==> config.mk <==
export PLATFORM = sky130hd
export DESIGN_NAME = ipsm_top
export DESIGN_NICKNAME = d
export VERILOG_FILES = /design/src/verilog/ipsm_sync.v /design/src/verilog/ipsm_route.v /design/src/verilog/ipsm_top.v
export VERILOG_INCLUDE_DIRS = /design/src /design/src/verilog
export SDC_FILE = /design/constraint.sdc
export NUM_CORES = 1
export LEC_CHECK = 0
export BUFFER_PORTS_ARGS = -buffer_cell sky130_fd_sc_hd__buf_4
export CAP_MARGIN = 20
export CORE_UTILIZATION = 62
export DETAILED_ROUTE_END_ITERATION = 7
export HOLD_SLACK_MARGIN = 0.03
export MAX_ROUTING_LAYER = met4
export PLACE_DENSITY = 0.84
export SETUP_SLACK_MARGIN = 0.1
export SLEW_MARGIN = 20
export SYNTH_ARGS = -nofsm -noshare
export SYNTH_HDL_FRONTEND = slang
export SYNTH_SLANG_ARGS = --single-unit
==> constraint.sdc <==
create_clock -name ref_clk -period 3.35 [get_ports ref_clk]
set_clock_uncertainty 0.05 [all_clocks]
set_input_delay 0.335 -clock ref_clk [delete_from_list [all_inputs] [get_ports ref_clk]]
set_output_delay 0.335 -clock ref_clk [all_outputs]
set_load 0.02 [all_outputs]
==> src/verilog/ipsm_defs.vh <==
// Constants for the input pin select map: register offsets, field layout,
// reset values. Assumes inclusion by the route and top design files of the block.
// Overview of operation
// - Map has 37 registers; 21 input, 16 output
// - Map writes ignored while remap lock set
// - Map 0: ext irq1 selector bits 13-8
// - Map 1: irq3 in 13-8, irq2 in 5-0
// - Map 2: ext irq4 selector bits 5-0
// - Map 3: timer3 clk 13-8, timer2 5-0
// - Map 4: timer5 clk 13-8, timer4 5-0
// - Map 7: capture2 13-8, capture1 5-0
// - Map 8: capture4 13-8, capture3 5-0
// - Map 9: capture6 13-8, capture5 5-0
// - Map 10: capture8 13-8, capture7 5-0
// - Map 11: fault B 13-8, fault A 5-0
// - Map 15: capture9 selector bits 13-8
// - Map 17: uart3 receive selector 13-8
// - Map 18: uart1 cts 13-8, receive 5-0
// - Unimplemented bits read zero, ignore writes
// - Selector bits read/write, reset to ones
// - Selector above 43 gives no input
// - Reset selector ties peripheral input low
`ifndef IPSM_DEFS_VH
`define IPSM_DEFS_VH

// ***************************************************************
// Register indices (byte address is four times the index)
// ***************************************************************
`define IPSM_IDX_MAP0 5'd0
`define IPSM_IDX_MAP1 5'd1
`define IPSM_IDX_MAP2 5'd2
`define IPSM_IDX_MAP3 5'd3
`define IPSM_IDX_MAP4 5'd4
`define IPSM_IDX_MAP7 5'd7
`define IPSM_IDX_MAP8 5'd8
`define IPSM_IDX_MAP9 5'd9
`define IPSM_IDX_MAP10 5'd10
`define IPSM_IDX_MAP11 5'd11
`define IPSM_IDX_MAP15 5'd15
`define IPSM_IDX_MAP17 5'd17
`define IPSM_IDX_MAP18 5'd18
`define IPSM_IDX_STATUS 5'd31

// ***************************************************************
// Field layout and reset values
// ***************************************************************
`define IPSM_SEL_W 6
`define IPSM_HI_LSB 8
`define IPSM_LO_LSB 0
`define IPSM_SEL_RESET 6'h3f
`define IPSM_MAX_PIN 6'h2b
`define IPSM_NUM_PINS 44
`define IPSM_NUM_SEL 26
`define IPSM_NUM_IN_REGS 21
`define IPSM_NUM_OUT_REGS 16

`endif

==> src/verilog/ipsm_sync.v <==
// Two flip-flop synchroniser for the remappable pad inputs.
// Assumes pads are asynchronous to ref_clk.
`timescale 1ns/1ps
module ipsm_sync #(
	parameter W = 44
) (
	input wire ref_clk, // System clock
	input wire nrst, // Async reset, active low
	input wire [W-1:0] d, // Asynchronous inputs
	output reg [W-1:0] q // Synchronised outputs
);
	reg [W-1:0] meta_q;

	always @(posedge ref_clk or negedge nrst) begin
		if (!nrst) begin
			meta_q <= {W{1'b0}};
			q <= {W{1'b0}};
		end else begin
			meta_q <= d;
			q <= meta_q;
		end
	end
endmodule

==> src/verilog/ipsm_route.v <==
// Routes one synchronised pad to one peripheral input by a 6-bit selector.
// Assumes the pad vector is already in the ref_clk domain.
`timescale 1ns/1ps
`include "ipsm_defs.vh"
module ipsm_route (
	input wire [`IPSM_NUM_PINS-1:0] pads, // Synchronised pad levels
	input wire [`IPSM_SEL_W-1:0] sel, // Pin selector
	output reg y // Routed level
);
	always @* begin
		// Invalid selectors, the reset value among them, give a grounded input
		if (sel > `IPSM_MAX_PIN) begin
			y = 1'b0;
		end else begin
			y = pads[sel];
		end
	end
endmodule

==> src/verilog/ipsm_top.v <==
// Input side of the peripheral pin select matrix with an APB slave.
// Assumes APB master on ref_clk, pads asynchronous, lock bit from outside.
//
// Our own choices: the APB register port and the register addresses.
`timescale 1ns/1ps
`include "ipsm_defs.vh"
module ipsm_top (
	input wire ref_clk, // System clock, 100 MHz
	input wire nrst, // Async reset, active low
	input wire psel, // APB select
	input wire penable, // APB enable
	input wire pwrite, // APB direction
	input wire [7:0] paddr, // APB byte address
	input wire [31:0] pwdata, // APB write data
	output reg [31:0] prdata, // APB read data
	output reg pready, // APB ready
	output reg pslverr, // APB error
	input wire remap_lock_bit, // Lock from oscillator control register
	input wire [`IPSM_NUM_PINS-1:0] remappable_io_pin, // Pad input levels
	output reg [3:0] ext_irq_in, // External interrupts 4..1
	output reg [3:0] timer_clk_in, // Timer 5..2 clocks
	output reg [8:0] capture_in, // Input captures 9..1
	output reg [1:0] compare_fault_in, // Fault B, A
	output reg uart1_rx_in, // UART1 receive
	output reg uart1_cts_in, // UART1 clear to send
	output reg uart3_rx_in // UART3 receive
);
	// ***************************************************************
	// Selector storage
	// ***************************************************************
	// Order: irq1..4, tmr2..5, cap1..9, faultA, faultB, u3rx, u1rx, u1cts
	localparam S_IRQ = 0;
	localparam S_TMR = 4;
	localparam S_CAP = 8;
	localparam S_FLT = 17;
	localparam S_U3RX = 19;
	localparam S_U1RX = 20;
	localparam S_U1CTS = 21;
	localparam NSEL = 22;

	localparam ST_IDLE = 1'b0;
	localparam ST_ACC = 1'b1;

	reg [`IPSM_SEL_W-1:0] sel_q [0:NSEL-1];
	reg state_q;
	reg lock_m_q;
	reg lock_q;
	wire [`IPSM_NUM_PINS-1:0] pad_s;
	wire [NSEL-1:0] route_y;
	wire [4:0] idx;
	reg [15:0] rd_val;
	reg hit;
	integer i;

	assign idx = paddr[6:2];

	// Slot of the high field of a register, or NSEL if none
	function [4:0] hi_slot;
		input [4:0] r;
		begin
			case (r)
				`IPSM_IDX_MAP0: hi_slot = 5'd0;
				`IPSM_IDX_MAP1: hi_slot = 5'd2;
				`IPSM_IDX_MAP3: hi_slot = 5'd5;
				`IPSM_IDX_MAP4: hi_slot = 5'd7;
				`IPSM_IDX_MAP7: hi_slot = 5'd9;
				`IPSM_IDX_MAP8: hi_slot = 5'd11;
				`IPSM_IDX_MAP9: hi_slot = 5'd13;
				`IPSM_IDX_MAP10: hi_slot = 5'd15;
				`IPSM_IDX_MAP11: hi_slot = 5'd18;
				`IPSM_IDX_MAP15: hi_slot = 5'd16;
				`IPSM_IDX_MAP17: hi_slot = 5'd19;
				`IPSM_IDX_MAP18: hi_slot = 5'd21;
				default: hi_slot = 5'd22;
			endcase
		end
	endfunction

	// Slot of the low field of a register, or NSEL if none
	function [4:0] lo_slot;
		input [4:0] r;
		begin
			case (r)
				`IPSM_IDX_MAP1: lo_slot = 5'd1;
				`IPSM_IDX_MAP2: lo_slot = 5'd3;
				`IPSM_IDX_MAP3: lo_slot = 5'd4;
				`IPSM_IDX_MAP4: lo_slot = 5'd6;
				`IPSM_IDX_MAP7: lo_slot = 5'd8;
				`IPSM_IDX_MAP8: lo_slot = 5'd10;
				`IPSM_IDX_MAP9: lo_slot = 5'd12;
				`IPSM_IDX_MAP10: lo_slot = 5'd14;
				`IPSM_IDX_MAP11: lo_slot = 5'd17;
				`IPSM_IDX_MAP18: lo_slot = 5'd20;
				default: lo_slot = 5'd22;
			endcase
		end
	endfunction

	function is_map;
		input [4:0] r;
		begin
			is_map = (hi_slot(r) != 5'd22) || (lo_slot(r) != 5'd22);
		end
	endfunction

	// ***************************************************************
	// Pad and lock synchronisers
	// ***************************************************************
	ipsm_sync #(
		.W(`IPSM_NUM_PINS)
	) u_sync (
		.ref_clk(ref_clk),
		.nrst(nrst),
		.d(remappable_io_pin),
		.q(pad_s)
	);

	always @(posedge ref_clk or negedge nrst) begin
		if (!nrst) begin
			lock_m_q <= 1'b0;
			lock_q <= 1'b0;
		end else begin
			lock_m_q <= remap_lock_bit;
			lock_q <= lock_m_q;
		end
	end

	// ***************************************************************
	// Routing
	// ***************************************************************
	// Named views of the selector slots
	wire [`IPSM_SEL_W-1:0] ext_irq1_pin_sel = sel_q[S_IRQ];
	wire [`IPSM_SEL_W-1:0] ext_irq2_pin_sel = sel_q[S_IRQ+1];
	wire [`IPSM_SEL_W-1:0] ext_irq3_pin_sel = sel_q[S_IRQ+2];
	wire [`IPSM_SEL_W-1:0] ext_irq4_pin_sel = sel_q[S_IRQ+3];
	wire [`IPSM_SEL_W-1:0] timer2_clk_pin_sel = sel_q[S_TMR];
	wire [`IPSM_SEL_W-1:0] timer3_clk_pin_sel = sel_q[S_TMR+1];
	wire [`IPSM_SEL_W-1:0] timer4_clk_pin_sel = sel_q[S_TMR+2];
	wire [`IPSM_SEL_W-1:0] timer5_clk_pin_sel = sel_q[S_TMR+3];
	wire [`IPSM_SEL_W-1:0] capture1_pin_sel = sel_q[S_CAP];
	wire [`IPSM_SEL_W-1:0] capture2_pin_sel = sel_q[S_CAP+1];
	wire [`IPSM_SEL_W-1:0] capture3_pin_sel = sel_q[S_CAP+2];
	wire [`IPSM_SEL_W-1:0] capture4_pin_sel = sel_q[S_CAP+3];
	wire [`IPSM_SEL_W-1:0] capture5_pin_sel = sel_q[S_CAP+4];
	wire [`IPSM_SEL_W-1:0] capture6_pin_sel = sel_q[S_CAP+5];
	wire [`IPSM_SEL_W-1:0] capture7_pin_sel = sel_q[S_CAP+6];
	wire [`IPSM_SEL_W-1:0] capture8_pin_sel = sel_q[S_CAP+7];
	wire [`IPSM_SEL_W-1:0] capture9_pin_sel = sel_q[S_CAP+8];
	wire [`IPSM_SEL_W-1:0] compare_fault_a_pin_sel = sel_q[S_FLT];
	wire [`IPSM_SEL_W-1:0] compare_fault_b_pin_sel = sel_q[S_FLT+1];
	wire [`IPSM_SEL_W-1:0] uart3_receive_pin_sel = sel_q[S_U3RX];
	wire [`IPSM_SEL_W-1:0] uart1_receive_pin_sel = sel_q[S_U1RX];
	wire [`IPSM_SEL_W-1:0] uart1_cts_pin_sel = sel_q[S_U1CTS];

	// External interrupts 1..4
	ipsm_route u_irq1 (
		.pads(pad_s),
		.sel(ext_irq1_pin_sel),
		.y(route_y[S_IRQ])
	);
	ipsm_route u_irq2 (
		.pads(pad_s),
		.sel(ext_irq2_pin_sel),
		.y(route_y[S_IRQ+1])
	);
	ipsm_route u_irq3 (
		.pads(pad_s),
		.sel(ext_irq3_pin_sel),
		.y(route_y[S_IRQ+2])
	);
	ipsm_route u_irq4 (
		.pads(pad_s),
		.sel(ext_irq4_pin_sel),
		.y(route_y[S_IRQ+3])
	);

	// Timer external clocks 2..5
	ipsm_route u_tmr2 (
		.pads(pad_s),
		.sel(timer2_clk_pin_sel),
		.y(route_y[S_TMR])
	);
	ipsm_route u_tmr3 (
		.pads(pad_s),
		.sel(timer3_clk_pin_sel),
		.y(route_y[S_TMR+1])
	);
	ipsm_route u_tmr4 (
		.pads(pad_s),
		.sel(timer4_clk_pin_sel),
		.y(route_y[S_TMR+2])
	);
	ipsm_route u_tmr5 (
		.pads(pad_s),
		.sel(timer5_clk_pin_sel),
		.y(route_y[S_TMR+3])
	);

	// Input captures 1..9
	ipsm_route u_cap1 (
		.pads(pad_s),
		.sel(capture1_pin_sel),
		.y(route_y[S_CAP])
	);
	ipsm_route u_cap2 (
		.pads(pad_s),
		.sel(capture2_pin_sel),
		.y(route_y[S_CAP+1])
	);
	ipsm_route u_cap3 (
		.pads(pad_s),
		.sel(capture3_pin_sel),
		.y(route_y[S_CAP+2])
	);
	ipsm_route u_cap4 (
		.pads(pad_s),
		.sel(capture4_pin_sel),
		.y(route_y[S_CAP+3])
	);
	ipsm_route u_cap5 (
		.pads(pad_s),
		.sel(capture5_pin_sel),
		.y(route_y[S_CAP+4])
	);
	ipsm_route u_cap6 (
		.pads(pad_s),
		.sel(capture6_pin_sel),
		.y(route_y[S_CAP+5])
	);
	ipsm_route u_cap7 (
		.pads(pad_s),
		.sel(capture7_pin_sel),
		.y(route_y[S_CAP+6])
	);
	ipsm_route u_cap8 (
		.pads(pad_s),
		.sel(capture8_pin_sel),
		.y(route_y[S_CAP+7])
	);
	ipsm_route u_cap9 (
		.pads(pad_s),
		.sel(capture9_pin_sel),
		.y(route_y[S_CAP+8])
	);

	// Compare fault inputs A and B
	ipsm_route u_flta (
		.pads(pad_s),
		.sel(compare_fault_a_pin_sel),
		.y(route_y[S_FLT])
	);
	ipsm_route u_fltb (
		.pads(pad_s),
		.sel(compare_fault_b_pin_sel),
		.y(route_y[S_FLT+1])
	);

	// Serial receive and clear to send
	ipsm_route u_u3rx (
		.pads(pad_s),
		.sel(uart3_receive_pin_sel),
		.y(route_y[S_U3RX])
	);
	ipsm_route u_u1rx (
		.pads(pad_s),
		.sel(uart1_receive_pin_sel),
		.y(route_y[S_U1RX])
	);
	ipsm_route u_u1cts (
		.pads(pad_s),
		.sel(uart1_cts_pin_sel),
		.y(route_y[S_U1CTS])
	);

	always @(posedge ref_clk or negedge nrst) begin
		if (!nrst) begin
			ext_irq_in <= 4'h0;
			timer_clk_in <= 4'h0;
			capture_in <= 9'h000;
			compare_fault_in <= 2'h0;
			uart1_rx_in <= 1'b0;
			uart1_cts_in <= 1'b0;
			uart3_rx_in <= 1'b0;
		end else begin
			ext_irq_in <= route_y[S_IRQ+3:S_IRQ];
			timer_clk_in <= route_y[S_TMR+3:S_TMR];
			capture_in <= route_y[S_CAP+8:S_CAP];
			compare_fault_in <= route_y[S_FLT+1:S_FLT];
			uart1_rx_in <= route_y[S_U1RX];
			uart1_cts_in <= route_y[S_U1CTS];
			uart3_rx_in <= route_y[S_U3RX];
		end
	end

	// ***************************************************************
	// Read decode
	// ***************************************************************
	always @* begin
		rd_val = 16'h0000;
		hit = 1'b1;
		if (idx == `IPSM_IDX_STATUS) begin
			rd_val = {15'h0000, lock_q};
		end else if (is_map(idx)) begin
			if (hi_slot(idx) != 5'd22) begin
				rd_val[13:8] = sel_q[hi_slot(idx)];
			end
			if (lo_slot(idx) != 5'd22) begin
				rd_val[5:0] = sel_q[lo_slot(idx)];
			end
		end else begin
			hit = 1'b0;
		end
	end

	// ***************************************************************
	// APB slave: one wait state, answer in the second access cycle
	// ***************************************************************
	always @(posedge ref_clk or negedge nrst) begin
		if (!nrst) begin
			state_q <= ST_IDLE;
			pready <= 1'b0;
			pslverr <= 1'b0;
			prdata <= 32'h00000000;
			for (i = 0; i < NSEL; i = i + 1) begin
				sel_q[i] <= `IPSM_SEL_RESET;
			end
		end else begin
			case (state_q)
				ST_IDLE: begin
					pready <= 1'b0;
					pslverr <= 1'b0;
					if (psel && penable) begin
						state_q <= ST_ACC;
						pready <= 1'b1;
						pslverr <= ~hit | (pwrite & (idx == `IPSM_IDX_STATUS));
						prdata <= pwrite ? 32'h00000000 : {16'h0000, rd_val};
					end
				end
				ST_ACC: begin
					state_q <= ST_IDLE;
					pready <= 1'b0;
					pslverr <= 1'b0;
					// Locked writes complete on the bus but store nothing
					if (pwrite && !lock_q && hi_slot(idx) != 5'd22) begin
						sel_q[hi_slot(idx)] <= pwdata[13:8];
					end
					if (pwrite && !lock_q && lo_slot(idx) != 5'd22) begin
						sel_q[lo_slot(idx)] <= pwdata[5:0];
					end
				end
				default: begin
					state_q <= ST_IDLE;
				end
			endcase
		end
	end
endmodule

==> flow_summary.toml <==
[job]
maxCapViolations = 0

[global_routing]
grt_start_max_net_pins = 105
track_usage_pct = 49.63
grt_overflow = 0
grt_pass1_vias = 17890
antenna_found_initial = 2
grt_pass1_wl_um = 116200

[synth]
async_flop_share_pct = 100.0
synthTopCellsByArea = "mux4_2, dfstp_2, dfrtp_1"
syn-mean-instance-area_um2 = 12.03
synth_area_mm2 = 0.02040
yosysTopAreaCell = "mux4_2"
ys_warn_count = 0
synth_seq_area_share_pct = 32.46
synth-edff-count = 0
yosysMostFrequentCell = "mux4_2"
synth_commonest_cells = "mux4_2, clkbuf_1, dfstp_2"
synth-seq-cells = 258
synth.top_cell.area_share_pct = 32.13
synth_cell_type_count = 80
postSynthCellCount = 1696
ys.flop_type = "dfstp_2"

[detailed_routing]
drt_first_iter_violations = 3468
drc = 0
ant_nets = 0
viasPerCell = 8.425
first_pass_iters = 8
num_vias = 17928
wirelength_um = 78540
routedWlPerCell_um = 36.91

[setup_path]
worstSetupPathType = "primary input to flip-flop"
cp.required_ns = 3.79
r2r_cells = 5
endpoint_kind = "flip-flop"
rr_endpoint = "timer_clk_in[1]"
start_kind = "primary input"
r2r_setup_slack_ns = 0.59
cp_max_fo = 8
r2r_start = "u_sync.q[35]"
critPathArrivalTime_ns = 3.34

[clock_network]
clk_latency_ns = 0.59
cts_buffer_depth = 3
numCtsBuffers = 28
cts_sinks = 258
path_clk_slew_ns = 0.06
post_cts_buffers = 0
cts-root-buf = "clkbuf_16"
cts_tree = "yes"
htreeDepth = 1

[placed_design]
port_buffers = 102
dpl.hpwl_um = 48170
gp_congestion = 1.080

[power]
finalPower_w = 0.01007
swShare_pct = 32.72
power_density_mw_per_mm2 = 447.0
p_int_w = 0.006773
p_sw_w = 0.003294
power.share.clock_pct = 33.5
ir_drop_v = 0.0004767
static-leakage-power_nw = 7.733
power_frac_seq_pct = 42.8
p_comb_share_pct = 23.7

[timing]
finalCriticalPeriod_ns = 2.901
slew_violations = 0
rsz0062_at_grt = "false"
finalHoldViolCount = 0
min_period_over_period_pct = 86.58
fmax_mhz = 344.8
setup_viol = 0
relSlewSlack_pct = 11.19
worstMarginPinSlew_ns = 1.332
setup_tns_ns = 0

[cells_and_area]
regArea_mm2 = 0.006624
final_net_count = 1757
multi_input_area_mm2 = 0.01253
area_growth_pct = 10.42
drive_gt1_share_pct = 43.02
fillers = 2211

[min_path]
hp-start = "pwrite"
hold_depth = 4
hold_end = "prdata[0]"
hp-class = "primary input to flip-flop"

[floorplan]
die_w_um = 183.4
floorplan.io_pins = 146
die_h_um = 183.4
rows = 66
start_util_pct = 62.85
dieArea_mm2 = 0.03363
coreArea_mm2 = 0.03245

[run_status]
status = "finished clean"
## critical path, stage by stage
cell,delay (ns)
buf_4,0.10
inv_1,0.07
ha_1,0.39
or2_1,0.26
a311oi_1,0.43
or2_1,0.43
nand2_1,0.15
buf_4,0.20
or2_1,0.36
a21boi_2,0.36
a2bb2oi_1,0.25
## worst max-delay path by stage
| stage | startpoint | endpoint | cells after the start |
|---|---|---|---|
| after floorplan | paddr[2] | prdata[10] | 9 |
| after global placement | paddr[2] | compare_fault_a_pin_sel[2] | 11 |
| after detailed placement | paddr[2] | compare_fault_a_pin_sel[5] | 11 |
| after CTS | paddr[2] | compare_fault_a_pin_sel[0] | 11 |
| after global routing | paddr[2] | compare_fault_a_pin_sel[0] | 11 |
| final | paddr[2] | compare_fault_a_pin_sel[0] | 11 |
## placed cells by master (no fill, tap or decap), drive strengths merged, types with 11 or more instances in the layout
cell type    instances
dfstp              132
nand3               26
inv                 11
o21ai               67
nand3b              48
a21oi               45
buf                162
nor3                18
o22a                18
conb                20
dlygate4sd3         46
clkbuf              33
mux2i               85
a31oi               19
or2                 15
dfrtp              126
nand2              126
mux4               291
nor2                61
mux2                54
a22o                36
a2bb2oi             30
o22ai               70
## state kept, by name, summed over array words and instances, names as in the netlist, 9 cells and up
register       flops
u_sync.q          44
u_sync.meta_q     44
prdata            12
capture_in         9
## per-stage QoR
| stage | hold slack (ns) | area, um^2 | util, % | worst slack, ns | instances |
|---|---|---|---|---|---|
| finish | 0.08649 | 22520 | 69.39 | 0.4494 | 2128 |
| global route | 0.1023 | 22520 | 69.38 | 0.3216 | 2127 |
| CTS | 0.07677 | 22510 | 69.37 | 0.5491 | 2125 |
| floorplan | -0.01059 | 20470 | - | 0.6424 | 1715 |
| detailed placement | 0.2847 | 21060 | 64.88 | 0.01594 | 2027 |
| global placement | 0.2823 | 21060 | 64.88 | 0.2040 | 2027 |
## power groups by stage
stage	Combinational, W	Clock [W]	Sequential, W
after global placement	0.00220	0	0.00424
after floorplan	0.00191	0	0.00372
final	0.00238	0.00338	0.00431
after CTS	0.00231	0.00339	0.00422
after detailed placement	0.00226	0	0.00427
after global routing	0.00248	0.00352	0.00430
## repair_timing
item,CTS,global route
resized for setup,0,0
setup endpoints to repair,0,0
endpoints found under the hold margin,71,0
hold buffers,46,0
## layer usage
| metal | track usage [%] | vias up | wire length, um |
|---|---|---|---|
| li1 | - | 6587 | - |
| met4 | 31.43 | 0 | 6848 |
| met2 | 66.39 | 2151 | 32170 |
| met1 | 59.55 | 8487 | 24680 |
| met3 | 24.40 | 703 | 14850 |
| met5 | - | - | 0 |
## logic make-up after synthesis
family          Yosys count  synth area share (%)
mux                     430                 39.30
compound gates          373                 13.15
flops                   258                 32.46
buf+inv                 298                 6.460
simple gates            329                 8.196
other cells               1               0.01839
fa+ha+maj                 6                0.3681
xor+xnor                  1               0.04295
## layout make-up
class	count	area share, %
inverter	6	0.1000
timing repair buffer	208	7.923
multi-input combinational	1159	55.66
clock buffer	33	3.284
antenna	3	0.03334
tap	442	2.456
clock inverter	19	1.133
sequential	258	29.41
Note: power is estimated with default switching activity, not from simulation.
